--- config.mk ---
export PLATFORM = sky130hd
export DESIGN_NAME = hpas_top
export DESIGN_NICKNAME = d
export VERILOG_FILES = /design/src/hdl/hpas_pkg.sv /design/src/hdl/hpas_top.sv /design/src/hdl/hpas_i2c.sv
export VERILOG_INCLUDE_DIRS = /design/src /design/src/hdl
export SDC_FILE = /design/constraint.sdc
export NUM_CORES = 1
export LEC_CHECK = 0
export BUFFER_PORTS_ARGS = -buffer_cell sky130_fd_sc_hd__buf_4
export CORE_MARGIN = 10
export CORE_UTILIZATION = 25
export CTS_CLUSTER_SIZE = 28
export DETAILED_ROUTE_END_ITERATION = 12
export SKIP_CTS_REPAIR_TIMING = 1
export SLEW_MARGIN = 25
export SYNTH_ARGS = -nofsm -noshare
export SYNTH_HDL_FRONTEND = slang
export SYNTH_SLANG_ARGS = --single-unit
--- constraint.sdc ---
create_clock -name clk -period 3.8 [get_ports clk]
set_input_delay 0.19 -clock clk [delete_from_list [all_inputs] [get_ports clk]]
set_output_delay 0.19 -clock clk [all_outputs]
set_load 0.02 [all_outputs]
--- src/hdl/hpas_defines.svh ---
// Constants for the hot-plug port auto-select block.
// Assumes a 20 MHz system clock; all times are turned into cycles by users.
`ifndef HPAS_DEFINES_SVH
`define HPAS_DEFINES_SVH

// Clock rate and documented times
`define HPAS_CLK_KHZ 20000
`define HPAS_T1_MS 2
`define HPAS_T1L_MS 4
`define HPAS_T2_MS 2000
`define HPAS_T3_MS 1000
`define HPAS_WAKE_US 250

// Register indexes
`define HPAS_REG_CFG0 8'h00
`define HPAS_REG_CFG1 8'h01
`define HPAS_REG_CFG2 8'h02
`define HPAS_REG_ID 8'h03
`define HPAS_REG_CFG4 8'h04

// Reset values and write masks
`define HPAS_CFG0_RST 8'h01
`define HPAS_CFG1_RST 8'h00
`define HPAS_CFG2_RST 8'h00
`define HPAS_CFG4_RST 8'h00
`define HPAS_CFG0_WMASK 8'h7f
`define HPAS_CFG4_WMASK 8'hf8

// Field positions
`define HPAS_SEL_MSB 6
`define HPAS_SEL_LSB 5
`define HPAS_PRI_MSB 4
`define HPAS_PRI_LSB 2
`define HPAS_T1_BIT 0
`define HPAS_T4_BIT 1
`define HPAS_T3_BIT 2
`define HPAS_T2_BIT 3
`define HPAS_NOPULSE_BIT 5
`define HPAS_POL_BIT 7
`define HPAS_SEL_AUTO 2'h3

// Serial slave address: fixed high nibble and fixed bit 1
`define HPAS_ADDR_FIXED_HI 4'hb
`define HPAS_ADDR_FIXED_LO 1'h1

`endif

--- src/hdl/hpas_pkg.sv ---
// Types shared by the hot-plug auto-select top and its serial slave.
// Assumes the constants header is included by the users.
`default_nettype none
package hpas_pkg;

	typedef enum logic [5:0] {
		ST_SHUT = 6'h01,
		ST_WAKE = 6'h02,
		ST_ARM = 6'h04,
		ST_LIVE = 6'h08,
		ST_DISC = 6'h10,
		ST_SWITCH = 6'h20
	} hpas_state_type;

	typedef enum logic [7:0] {
		I_IDLE = 8'h01,
		I_ADDR = 8'h02,
		I_ACKA = 8'h04,
		I_WIDX = 8'h08,
		I_ACKW = 8'h10,
		I_WDAT = 8'h20,
		I_RDAT = 8'h40,
		I_RACK = 8'h80
	} hpas_i2c_state_type;

	typedef struct packed {
		logic stb;
		logic [7:0] idx;
		logic [7:0] data;
	} hpas_wr_type;

endpackage
`default_nettype wire

--- src/hdl/hpas_top.sv ---
// Hot-plug watcher for three output ports driving one source hot-plug line.
// Assumes hot-plug, enable and serial pins are asynchronous to clk.
// Overview of operation
// RQ1: A low hot-plug pulse up to the interrupt window is an interrupt only.
// RQ2: Active port low beyond the window is committed after the long delay.
// RQ3: A port change forces the source line deasserted for the switch time.
// RQ4: A newly asserted port is passed on only after the switch time.
// RQ5: Window and switch timers are reprogrammable by configuration bits.
// RQ6: All channels of a port move together through one port select.
// RQ7: An active port falling edge reaches the source line within microseconds.
// RQ8: In manual mode a new port's level shows within microseconds; without the pulse-disable bit it shows after the switch time.
// RQ9: Outputs wake 250 us after enable goes low; shut down while high.
// RQ10: Slave address is 1011, two strap bits, 1, then direction.
// RQ11: Reads give data bytes until the host does not acknowledge.
// RQ12: Writes use the slave address with direction bit zero.
// RQ13: Bytes are read and written at an index given in the transfer.
// RQ14: Address acknowledged only on full match; otherwise stay released.
// RQ15: First written byte is the index, later bytes stored there, all acked.
// RQ16: Select field 11 picks ports automatically by the priority field.
// RQ17: Polarity bit 0 passes the level, 1 inverts it.
// RQ18: Pulse-disable bit makes manual switches immediate.
// RQ19: Interrupt window is 2 ms or 4 ms by its configuration bit.
`include "hpas_defines.svh"
`default_nettype none
module hpas_top import hpas_pkg::*; #(
	parameter int T1_CYC = `HPAS_T1_MS * `HPAS_CLK_KHZ,
	parameter int T1L_CYC = `HPAS_T1L_MS * `HPAS_CLK_KHZ,
	parameter int T2_CYC = `HPAS_T2_MS * `HPAS_CLK_KHZ,
	parameter int T3_CYC = `HPAS_T3_MS * `HPAS_CLK_KHZ,
	parameter int WAKE_CYC = (`HPAS_WAKE_US * `HPAS_CLK_KHZ + 999) / 1000,
	// Arbitrary identification byte
	parameter logic [7:0] DEV_ID = 8'h5a
) (
	// Clock, reset, enable
	input wire logic clk,
	input wire logic sys_rst,
	input wire logic ce,
	// Chip enable pin
	input wire logic chip_enable_n,
	// Hot-plug pins
	input wire logic [2:0] port_hotplug_in,
	output logic source_hotplug_out,
	// Port routing and status
	output logic [2:0] port_select,
	output logic chip_active,
	// Serial configuration port
	input wire logic scl_in,
	input wire logic sda_in,
	output logic sda_out,
	output logic sda_oe,
	input wire logic addr_strap_hi,
	input wire logic addr_strap_lo
);
	localparam int CW = 26;

	hpas_state_type st_r, st_nxt;
	logic [1:0] sel_r, sel_nxt;
	logic [CW-1:0] cnt_r;
	logic cnt_clr;
	logic [CW-1:0] low_r [3];
	logic [2:0] hpd_s1, hpd_s2;
	logic en_s1, en_n_s2;
	logic [7:0] cfg0_r, cfg1_r, cfg2_r, cfg4_r;
	hpas_wr_type wr;
	logic [7:0] rd_idx, rd_data;

	function automatic logic [1:0] pick(input logic [2:0] pri,
		input logic [2:0] ok, input logic [1:0] cur);
		logic [5:0] ord;
		ord = 6'h00;
		case (pri)
			3'h0: ord = {2'h0, 2'h1, 2'h2};
			3'h1: ord = {2'h0, 2'h2, 2'h1};
			3'h2: ord = {2'h1, 2'h0, 2'h2};
			3'h3: ord = {2'h1, 2'h2, 2'h0};
			default: ord = pri[0] ? {2'h2, 2'h1, 2'h0} : {2'h2, 2'h0, 2'h1};
		endcase
		if (ok[ord[5:4]]) pick = ord[5:4];
		else if (ok[ord[3:2]]) pick = ord[3:2];
		else if (ok[ord[1:0]]) pick = ord[1:0];
		else pick = cur;
	endfunction

	function automatic logic [2:0] onehot(input logic [1:0] p);
		onehot = 3'(3'h1 << p);
	endfunction

	// RQ5 RQ19 timer selection
	wire [CW-1:0] t1lim = cfg1_r[`HPAS_T1_BIT] ? CW'(T1L_CYC) : CW'(T1_CYC);
	wire [CW-1:0] t2lim = cfg4_r[`HPAS_T2_BIT] ? CW'(T2_CYC / 2) : CW'(T2_CYC);
	wire [CW-1:0] t3lim = cfg1_r[`HPAS_T3_BIT] ? CW'(T3_CYC / 2) : CW'(T3_CYC);
	wire [CW-1:0] t4lim = cfg1_r[`HPAS_T4_BIT] ? CW'(T3_CYC / 2) : CW'(T3_CYC);
	wire pol_bit = cfg4_r[`HPAS_POL_BIT];
	wire nopulse = cfg4_r[`HPAS_NOPULSE_BIT];
	wire [1:0] sel_fld = cfg0_r[`HPAS_SEL_MSB:`HPAS_SEL_LSB];
	wire [2:0] pri_fld = cfg0_r[`HPAS_PRI_MSB:`HPAS_PRI_LSB];
	wire auto_mode = sel_fld == `HPAS_SEL_AUTO;
	wire lvl = hpd_s2[sel_r];
	wire [CW-1:0] act_low = low_r[sel_r];
	// RQ1 short lows still count as present
	wire [2:0] p_ok = hpd_s2 | {low_r[2] < t1lim, low_r[1] < t1lim,
		low_r[0] < t1lim};
	wire holding = st_r == ST_LIVE || st_r == ST_DISC;
	wire [2:0] ok_hold = p_ok | (holding ? onehot(sel_r) : 3'h0);
	// RQ16 automatic choice by priority
	wire [1:0] tgt = auto_mode ? pick(pri_fld, ok_hold, sel_r) : sel_fld;
	wire [1:0] tgt_free = auto_mode ? pick(pri_fld, p_ok, sel_r) : sel_fld;
	wire [7:0] wdata = wr.data;
	wire wr0 = wr.stb && wr.idx == `HPAS_REG_CFG0;
	wire wr1 = wr.stb && wr.idx == `HPAS_REG_CFG1;
	wire wr2 = wr.stb && wr.idx == `HPAS_REG_CFG2;
	wire wr4 = wr.stb && wr.idx == `HPAS_REG_CFG4;

	// RQ13 indexed read decode
	assign rd_data = (rd_idx == `HPAS_REG_CFG0) ? cfg0_r :
		(rd_idx == `HPAS_REG_CFG1) ? cfg1_r :
		(rd_idx == `HPAS_REG_CFG2) ? cfg2_r :
		(rd_idx == `HPAS_REG_ID) ? DEV_ID :
		(rd_idx == `HPAS_REG_CFG4) ? {cfg4_r[7:4], hpd_s2, 1'b0} : 8'h00;

	always_comb begin
		st_nxt = st_r;
		sel_nxt = sel_r;
		cnt_clr = 1'b0;
		case (st_r)
			ST_SHUT: if (!en_n_s2) begin
				st_nxt = ST_WAKE;
				cnt_clr = 1'b1;
			end
			// RQ9 wake-up time
			ST_WAKE: if (cnt_r >= CW'(WAKE_CYC - 1)) begin
				st_nxt = ST_ARM;
				sel_nxt = tgt;
				cnt_clr = 1'b1;
			end
			ST_LIVE: if (tgt != sel_r) begin
				// RQ18 RQ3 immediate or pulsed switch
				sel_nxt = tgt;
				cnt_clr = 1'b1;
				st_nxt = (!auto_mode && nopulse) ? ST_LIVE : ST_SWITCH;
			end else if (act_low >= t1lim && !lvl) begin
				// RQ1 still low after the full window is a disconnect
				st_nxt = ST_DISC;
				cnt_clr = 1'b1;
			end
			ST_DISC: if (lvl) begin
				st_nxt = ST_ARM;
				cnt_clr = 1'b1;
			end else if (cnt_r >= t2lim) begin
				// RQ2 commit the disconnect after the long delay
				cnt_clr = 1'b1;
				sel_nxt = tgt_free;
				st_nxt = (tgt_free != sel_r) ? ST_SWITCH : ST_ARM;
			end
			ST_SWITCH: if (cnt_r >= t3lim) begin
				st_nxt = ST_LIVE;
			end
			ST_ARM: if (tgt != sel_r) begin
				sel_nxt = tgt;
				cnt_clr = 1'b1;
				st_nxt = (!auto_mode && nopulse) ? ST_ARM : ST_SWITCH;
			end else if (!lvl) begin
				cnt_clr = 1'b1;
			end else if (cnt_r >= t4lim) begin
				// RQ4 assertion passed on after the delay
				st_nxt = ST_LIVE;
			end
			default: st_nxt = ST_SHUT;
		endcase
		if (en_n_s2) begin
			st_nxt = ST_SHUT;
		end
	end

	always_ff @(posedge clk) begin
		if (sys_rst) begin
			hpd_s1 <= 3'h0;
			hpd_s2 <= 3'h0;
			en_s1 <= 1'b1;
			en_n_s2 <= 1'b1;
			st_r <= ST_SHUT;
			sel_r <= 2'h0;
			cnt_r <= '0;
			for (int i = 0; i < 3; i++) low_r[i] <= '0;
		end else if (ce) begin
			hpd_s1 <= port_hotplug_in;
			hpd_s2 <= hpd_s1;
			en_s1 <= chip_enable_n;
			en_n_s2 <= en_s1;
			st_r <= st_nxt;
			sel_r <= sel_nxt;
			cnt_r <= cnt_clr ? '0 : (&cnt_r ? cnt_r : CW'(cnt_r + 1'b1));
			for (int i = 0; i < 3; i++) begin
				low_r[i] <= hpd_s2[i] ? '0 :
					(low_r[i] >= t1lim ? low_r[i] : CW'(low_r[i] + 1'b1));
			end
		end
	end

	// RQ7 RQ8 RQ17 RQ6 outputs from the next state
	always_ff @(posedge clk) begin
		if (sys_rst) begin
			source_hotplug_out <= 1'b0;
			port_select <= 3'h0;
			chip_active <= 1'b0;
			sda_out <= 1'b0;
		end else if (ce) begin
			source_hotplug_out <= (st_nxt == ST_LIVE ? hpd_s2[sel_nxt] : 1'b0)
				^ pol_bit;
			chip_active <= st_nxt != ST_SHUT && st_nxt != ST_WAKE;
			port_select <= (st_nxt == ST_SHUT || st_nxt == ST_WAKE) ? 3'h0 :
				onehot(sel_nxt);
			sda_out <= 1'b0;
		end
	end

	// RQ5 configuration bytes
	always_ff @(posedge clk) begin
		if (sys_rst) begin
			cfg0_r <= `HPAS_CFG0_RST;
			cfg1_r <= `HPAS_CFG1_RST;
			cfg2_r <= `HPAS_CFG2_RST;
			cfg4_r <= `HPAS_CFG4_RST;
		end else if (ce) begin
			if (wr0) cfg0_r <= wdata & `HPAS_CFG0_WMASK;
			if (wr1) cfg1_r <= wdata;
			if (wr2) cfg2_r <= wdata;
			if (wr4) cfg4_r <= wdata & `HPAS_CFG4_WMASK;
		end
	end

	hpas_i2c u_i2c (
		.clk(clk),
		.sys_rst(sys_rst),
		.ce(ce),
		.scl_in(scl_in),
		.sda_in(sda_in),
		.sda_oe(sda_oe),
		.addr_strap_hi(addr_strap_hi),
		.addr_strap_lo(addr_strap_lo),
		.wr(wr),
		.rd_idx(rd_idx),
		.rd_data(rd_data)
	);
endmodule // hpas_top
`default_nettype wire

--- src/hdl/hpas_i2c.sv ---
// Byte-wide serial slave giving indexed access to the configuration bytes.
// Assumes open-drain pins and straps arrive asynchronously; syncs them here.
`include "hpas_defines.svh"
`default_nettype none
module hpas_i2c import hpas_pkg::*; (
	// Clock, reset, enable
	input wire logic clk,
	input wire logic sys_rst,
	input wire logic ce,
	// Serial pins and address straps
	input wire logic scl_in,
	input wire logic sda_in,
	output logic sda_oe,
	input wire logic addr_strap_hi,
	input wire logic addr_strap_lo,
	// Register access
	output hpas_wr_type wr,
	output logic [7:0] rd_idx,
	input wire logic [7:0] rd_data
);
	logic [3:0] s1_r, s2_r, s3_r;
	hpas_i2c_state_type st_r;
	logic [3:0] bit_r;
	logic [7:0] sh_r, tx_r;
	logic rw_r, nack_r;

	wire scl = s2_r[3];
	wire sda = s2_r[2];
	wire scl_rise = scl && !s3_r[3];
	wire scl_fall = !scl && s3_r[3];
	wire start_c = scl && s3_r[3] && s3_r[2] && !sda;
	wire stop_c = scl && s3_r[3] && !s3_r[2] && sda;
	wire byte_done = bit_r == 4'h8;
	// RQ10 address layout
	wire match = sh_r[7:1] == {`HPAS_ADDR_FIXED_HI, s2_r[1], s2_r[0],
		`HPAS_ADDR_FIXED_LO};

	always_ff @(posedge clk) begin
		if (sys_rst) begin
			s1_r <= 4'h0;
			s2_r <= 4'h0;
			s3_r <= 4'h0;
			st_r <= I_IDLE;
			bit_r <= 4'h0;
			sh_r <= 8'h00;
			tx_r <= 8'h00;
			rw_r <= 1'b0;
			nack_r <= 1'b1;
			sda_oe <= 1'b0;
			wr <= '0;
			rd_idx <= 8'h00;
		end else if (ce) begin
			s1_r <= {scl_in, sda_in, addr_strap_hi, addr_strap_lo};
			s2_r <= s1_r;
			s3_r <= s2_r;
			wr.stb <= 1'b0;
			if (start_c) begin
				st_r <= I_ADDR;
				bit_r <= 4'h0;
				sda_oe <= 1'b0;
			end else if (stop_c) begin
				st_r <= I_IDLE;
				sda_oe <= 1'b0;
			end else if (scl_rise) begin
				sh_r <= {sh_r[6:0], sda};
				nack_r <= sda;
				bit_r <= 4'(bit_r + 4'h1);
			end else if (scl_fall) begin
				case (st_r)
					I_ADDR: if (byte_done) begin
						// RQ14 ack only on match
						if (match) begin
							sda_oe <= 1'b1;
							rw_r <= sh_r[0];
							st_r <= I_ACKA;
						end else begin
							st_r <= I_IDLE;
						end
					end
					// RQ11 read data follows the address ack
					I_ACKA: if (rw_r) begin
						tx_r <= rd_data;
						sda_oe <= !rd_data[7];
						st_r <= I_RDAT;
						bit_r <= 4'h0;
					end else begin
						// RQ12 write transfer goes on to the index
						sda_oe <= 1'b0;
						st_r <= I_WIDX;
						bit_r <= 4'h0;
					end
					I_WIDX, I_WDAT: if (byte_done) begin
						// RQ15 index first, then data at that index
						sda_oe <= 1'b1;
						st_r <= I_ACKW;
						if (st_r == I_WIDX) begin
							rd_idx <= sh_r;
						end else begin
							wr.stb <= 1'b1;
							wr.idx <= rd_idx;
							wr.data <= sh_r;
						end
					end
					I_ACKW: begin
						sda_oe <= 1'b0;
						st_r <= I_WDAT;
						bit_r <= 4'h0;
					end
					I_RDAT: if (byte_done) begin
						sda_oe <= 1'b0;
						st_r <= I_RACK;
					end else begin
						tx_r <= {tx_r[6:0], 1'b0};
						sda_oe <= !tx_r[6];
					end
					I_RACK: if (!nack_r) begin
						tx_r <= rd_data;
						sda_oe <= !rd_data[7];
						st_r <= I_RDAT;
						bit_r <= 4'h0;
					end else begin
						st_r <= I_IDLE;
					end
					default: ;
				endcase
			end
		end
	end
endmodule // hpas_i2c
`default_nettype wire

# After elaboration in Yosys (flattened, before gate mapping)
# Memory sizes are Yosys's and may differ from the RTL's. A register that Yosys moved wholly into a read port is not among the register bits.
# Cells that the tools add are included.
# word_totals
wordCells	279
mem_count	1
input_bits	11
regBits	142
out_inout_bits	7
mem_bits_rw	78
# mem_list
name	depth	width	read_ports	rd_clocked_by_memory_dff	write_ports	line	text
low_r	3	26	4	1	3	hpas_top.sv:60	logic [CW-1:0] low_r [3];
# classes
shift	2
add_sub_neg	5
n_mux	123
n_eq_ne	45
n_lt_le_gt_ge	16
n_bitwise	10
n_reduce_logical	49
# ops
operator	n
$mux W26	12
$mux W17	8
$add A26 B1 Y26 const B	4
$ge A26 B17 Y1	4
$mux W8	12
$lt A26 B17 Y1	3
$mux W6	13
$ge A26 B25 Y1	2
$mux W25	2
$pmux W8 S6	1
$pmux W6 S6	1
$mux W7	5
$eq A8 B2 Y1 const B	4
$mux W1	32
$reduce_and A8 Y1	4
$mux W2	14
$ge A26 B13 Y1 const B	1
$ge A26 B26 Y1	1
$reduce_and A26 Y1	1
$eq A8 B3 Y1 const B	3
$pmux W6 S4	1
$pmux W7 S3	1
$mux W4	5
$bmux W1 S2	8
other kinds (51)	108

# Logic depth before layout (Yosys ltp)
# logic_depth
word_depth	18
ltp_mapped	18
mapped_depth_nobuf	16

# Cells and area by module
# From an unflattened synthesis, not the netlist that was laid out.
# unflattened
cells_unflattened	1572
area_unflattened_um2	13756.9
# modules_own_cells
module	area_per_inst_um2	seq_area_each_um2	instances	cells_per_inst
hpas_top	10711.5	3883.7	1	1230
hpas_i2c	3045.4	1301.2	1	342

# Worst setup path before layout
# No wires, ideal clock.
# synth_path
path_type	register to register
startpoint	register cfg1_r[0]
endpoint	register cnt_r[0]
synth_period_minus_slack_ns	4.011
slack_ns	-0.211
n_path_buf	1
t_arrival_ns	3.883
t_required_ns	3.672
setup_time_ns	0.128
stages_incl_launch_ff	14
cell_sequence	dfxtp_1 > inv_1 > ha_1 > nand4bb_1 > a31o_2 > o211a_1 > or3_1 > a311o_1 > o31ai_2 > xnor2_2 > o31ai_2 > o21bai_1 > clkbuf_1 > nor2_1
# synth_via
elab_chain_len	15
word_cells_on_any_way	26
classes_between	4 x order compare; 2 x eq/ne; 16 x mux; 2 x bitwise; 2 x reduce/logical
# synth_lines
item	line	text
start: declaration	hpas_top.sv:63	logic [7:0] cfg0_r, cfg1_r, cfg2_r, cfg4_r;
start signal: assignment	hpas_top.sv:221	cfg1_r <= `HPAS_CFG1_RST;
start signal: assignment	hpas_top.sv:226	if (wr1) cfg1_r <= wdata;
$mux W17 (*)	hpas_top.sv:89	wire [CW-1:0] t1lim = cfg1_r[`HPAS_T1_BIT] ? CW'(T1L_CYC) : CW'(T1_CYC);
$lt A26 B17 Y1, on equally long branches	hpas_top.sv:102, hpas_top.sv:101	
$or A3 B3 Y3	hpas_top.sv:101	wire [2:0] p_ok = hpd_s2 | {low_r[2] < t1lim, low_r[1] < t1lim,
$or A3 B3 Y3	hpas_top.sv:104	wire [2:0] ok_hold = p_ok | (holding ? onehot(sel_r) : 3'h0);
$bmux W1 S2	hpas_top.sv:80	else if (ok[ord[1:0]]) pick = ord[1:0];
$mux W1 (implied by the code)	hpas_top.sv:80	
$mux W2	hpas_top.sv:80	
$mux W2	hpas_top.sv:79	else if (ok[ord[3:2]]) pick = ord[3:2];
$mux W2	hpas_top.sv:78	if (ok[ord[5:4]]) pick = ord[5:4];
$mux W2	hpas_top.sv:106	wire [1:0] tgt = auto_mode ? pick(pri_fld, ok_hold, sel_r) : sel_fld;
$ne A2 B2 Y1	hpas_top.sv:136, hpas_top.sv:158	
$mux W1, on equally long branches	hpas_top.sv:158, hpas_top.sv:136	
$pmux W1 S5 (*)	hpas_top.sv:125	case (st_r)
$ne A2 B2 Y1 (no line)	n/a	
$reduce_and A2 Y1 (no line)	n/a	
end signal: assignment	hpas_top.sv:192	cnt_r <= cnt_clr ? '0 : (&cnt_r ? cnt_r : CW'(cnt_r + 1'b1));
end: declaration	hpas_top.sv:58	logic [CW-1:0] cnt_r;
# Mark *: on every way between the ends. The rest lies on a longest branch, timed or not. The select of a mux whose other input is x is not followed.
# A chain may end at the register's enable or synchronous reset.

# Final worst setup path
# layout_path
startpoint	register cfg1_r[0]
endpoint	register cnt_r[17]
# The elaborated chain is that of the path after synthesis.

==> results.tsv <==
metric	value	unit
drcViolationCount	0	
fin_ws	-0.176	ns
clock_sinks	220	
ys.flop_type	dfxtp_1	
yosysTopAreaCell	dfxtp_1	
routabilityCongestion	0.890	
yosysMostFrequentCell	nor2_1	
finalCriticalPeriod	3.98	ns
drive_gt1_share	14.9	%
grt_max_degree	100	
reg2reg_from	cfg1_r[0]	
fin_nets	1690	
clkPwrFrac	45.5	%
startpoint	cfg1_r[0]	
ios	18	
hold_violations	1	
outcome	finished with violations	
port_buffers	16	
p_comb_share	9.0	%
tritoncts	done	
area_growth_syn_to_layout	21.6	%
worst_ep_arrival_time	4.48	ns
p_sw_share	24.9	%
die_w	250	microns
path_class	reg -> reg	
slew-limit-headroom	33.7	%
clk_latency	0.56	ns
power_density	356	nW/um^2
synth_cells	1516	
synth_common_cells	nor2_1 (260), dfxtp_1 (142), nand2_1 (116), mux2i_1 (91), edfxtp_1 (78)	
synth-seq-cells	220	
core	52600	sq um
synth-edff-count	78	
totalWireLength	34.8	mm
async_reset_ff_share	0	%
required	4.31	ns
seq_area_frac_synth	39.1	%
hold-worst-slack	-0.0251	ns
cts-root-buf	clkbuf_16	
via_per_inst	4.92	
synth_top_area_share	21.5	%
total_power	5.74	mW
holdCritStartpoint	sys_rst	
initial_core_util	25.2	%
wl_per_cell	15.0	microns
setup_viol	24	
drt-initial-drc-count	806	
cts_inserted_buffers	26	
period_share	105	%
clkTransAtPathRegs	0.06	ns
ys_types	86	
fillCellCount	5493	
dp.final_hpwl	24.9	mm
fp-row-count	84	
worst_pin_slew	0.994	ns
fp.dieH	250	microns
grt_pass1_vias	11100	
hold_path_class	in -> reg	
grt_pass1_wl	57.1	mm
ys_warn_count	0	
synthesis.area	13300	sq um
num_vias	11400	
synth_nets	1597	
firstDrtPassIters	7	
antenna-diode-count	0	
violations	negative hold slack, negative setup slack	
overflow	0	
ant_nets	0	
crit_path_start_kind	flop	
max_cap_viol_count	0	
clk_path_buf_depth	3	
clock.fmax	0.251	GHz
track_usage	10.6	%
rsz0062_at_grt	true	
drv_slew	0	
endpoint_kind	flop	
p_int	4.31	mW
switching_power	1.43	mW
antenna_found_initial	0	
crit_path_max_fanout	5	
fin_skew	0.0137	ns
h-tree-depth	1	
sequentialPowerShare	45.6	%
yosys-top-cells-area	dfxtp_1 (21%), edfxtp_1 (18%), nor2_1 (7.4%)	
syn_avg_cell_area	8.74	sq um
ir_worst_vdd	344	uV
dieArea	62600	sq um
p_leak	5.87	nW
==> power by group through the flow <==
stage	sequential, mW	clock [mW]	combinational, mW
after floorplan	2.64	0	0.302
after global placement	2.66	0	0.465
after detailed placement	2.66	0	0.472
after CTS	2.61	2.66	0.475
after global routing	2.63	2.75	0.571
final	2.61	2.61	0.514
==> cell type report <==
cell class | instances | area (sq um) | share of cell area (%)
clock inverters | 13 | 181 | 1.13
well taps | 688 | 861 | 5.34
flip-flops and latches | 220 | 5190 | 32.2
multi-input cells | 1176 | 7860 | 48.8
inverters | 47 | 180 | 1.12
clock buffers | 35 | 724 | 4.49
repair buffers | 138 | 1120 | 6.96
==> metal layers <==
metal  vias up  GRT usage (%)  wire length, microns
met5         -              0                     0
met4         0           2.48                   799
met3        56           1.41                  1340
met2       217           17.6                 16200
met1      5455           14.2                 16400
li1       5676              -                     -
==> critical path: stages (launching register included) <==
cell and delay, ns:
dfxtp_4 0.38, clkinvlp_4 0.14, buf_6 0.17, ha_4 0.27, nand4bb_1 0.14, a31o_2 0.26, o211a_1 0.22, or3_4 0.35
a311o_1 0.36, o31ai_4 0.33, xnor2_2 0.13, buf_6 0.14, o41ai_4 0.32, buf_4 0.18, buf_12 0.11, nor3_4 0.05
a311oi_1 0.29, a41o_1 0.12
==> cells in the final DEF, fill, tap and decap left out, types with 41 or more instances in the layout <==
cell type,n
buf_4,120
inv_1,46
edfxtp_1,78
nand2_1,115
xnor2_1,46
nand3_1,54
xor2_1,41
mux2i_1,91
dfxtp_1,141
nor2_1,252
ha_1,67
o21ai_0,51
a21oi_1,73
==> metrics by stage <==
stage	setup TNS (ns)	setup slack [ns]	util (%)	instances	instance area (sq um)
after floorplan	-0.0517	-0.0378	-	1516	13300
after global placement	-0.102	-0.0446	28.1	2248	14800
after detailed placement	-0.734	-0.127	28.1	2248	14800
after CTS	-1.32	-0.145	29.8	2296	15700
after global routing	-5.47	-0.301	30.7	2317	16100
final	-1.65	-0.176	30.7	2317	16100
==> cell families after synthesis <==
kind of cell | count (synthesis) | synth area share (%)
adders and majority gates | 70 | 6.61
and+or+nand+nor | 652 | 23.9
AOI/OAI and AO/OA | 273 | 14.0
DFF | 220 | 39.1
buffers and inverters | 120 | 3.46
xor gates and xnor gates | 88 | 5.87
other | 1 | 0.0283
muxes | 92 | 6.96
==> flip-flops by register name, indices dropped and copies added (netlist names), 2 cells and up, named ones only <==
| signal | cells |
|---|---|
| u_i2c.bit_r | 4 |
| st_r | 6 |
| u_i2c.sh_r | 8 |
| port_select | 3 |
| sel_r | 2 |
| cfg1_r | 8 |
| cfg4_r | 5 |
| u_i2c.s2_r | 4 |
| u_i2c.tx_r | 7 |
| hpd_s2 | 3 |
| u_i2c.wr | 17 |
| u_i2c.rd_idx | 8 |
| u_i2c.st_r | 8 |
| low_r | 78 |
| cfg2_r | 8 |
| cnt_r | 26 |
| u_i2c.s3_r | 2 |
| cfg0_r | 7 |
| hpd_s1 | 3 |
| u_i2c.s1_r | 4 |
==> worst paths after layout <==
path	slack, ns	cells past startpoint	end
min reg2reg	0.45	1	chip_active
min	-0.03	2	cnt_r[1]
max	-0.18	17	cnt_r[17]
max reg2reg	-0.18	17	cnt_r[17]
No activity file was read; power rests on OpenSTA's default activity.
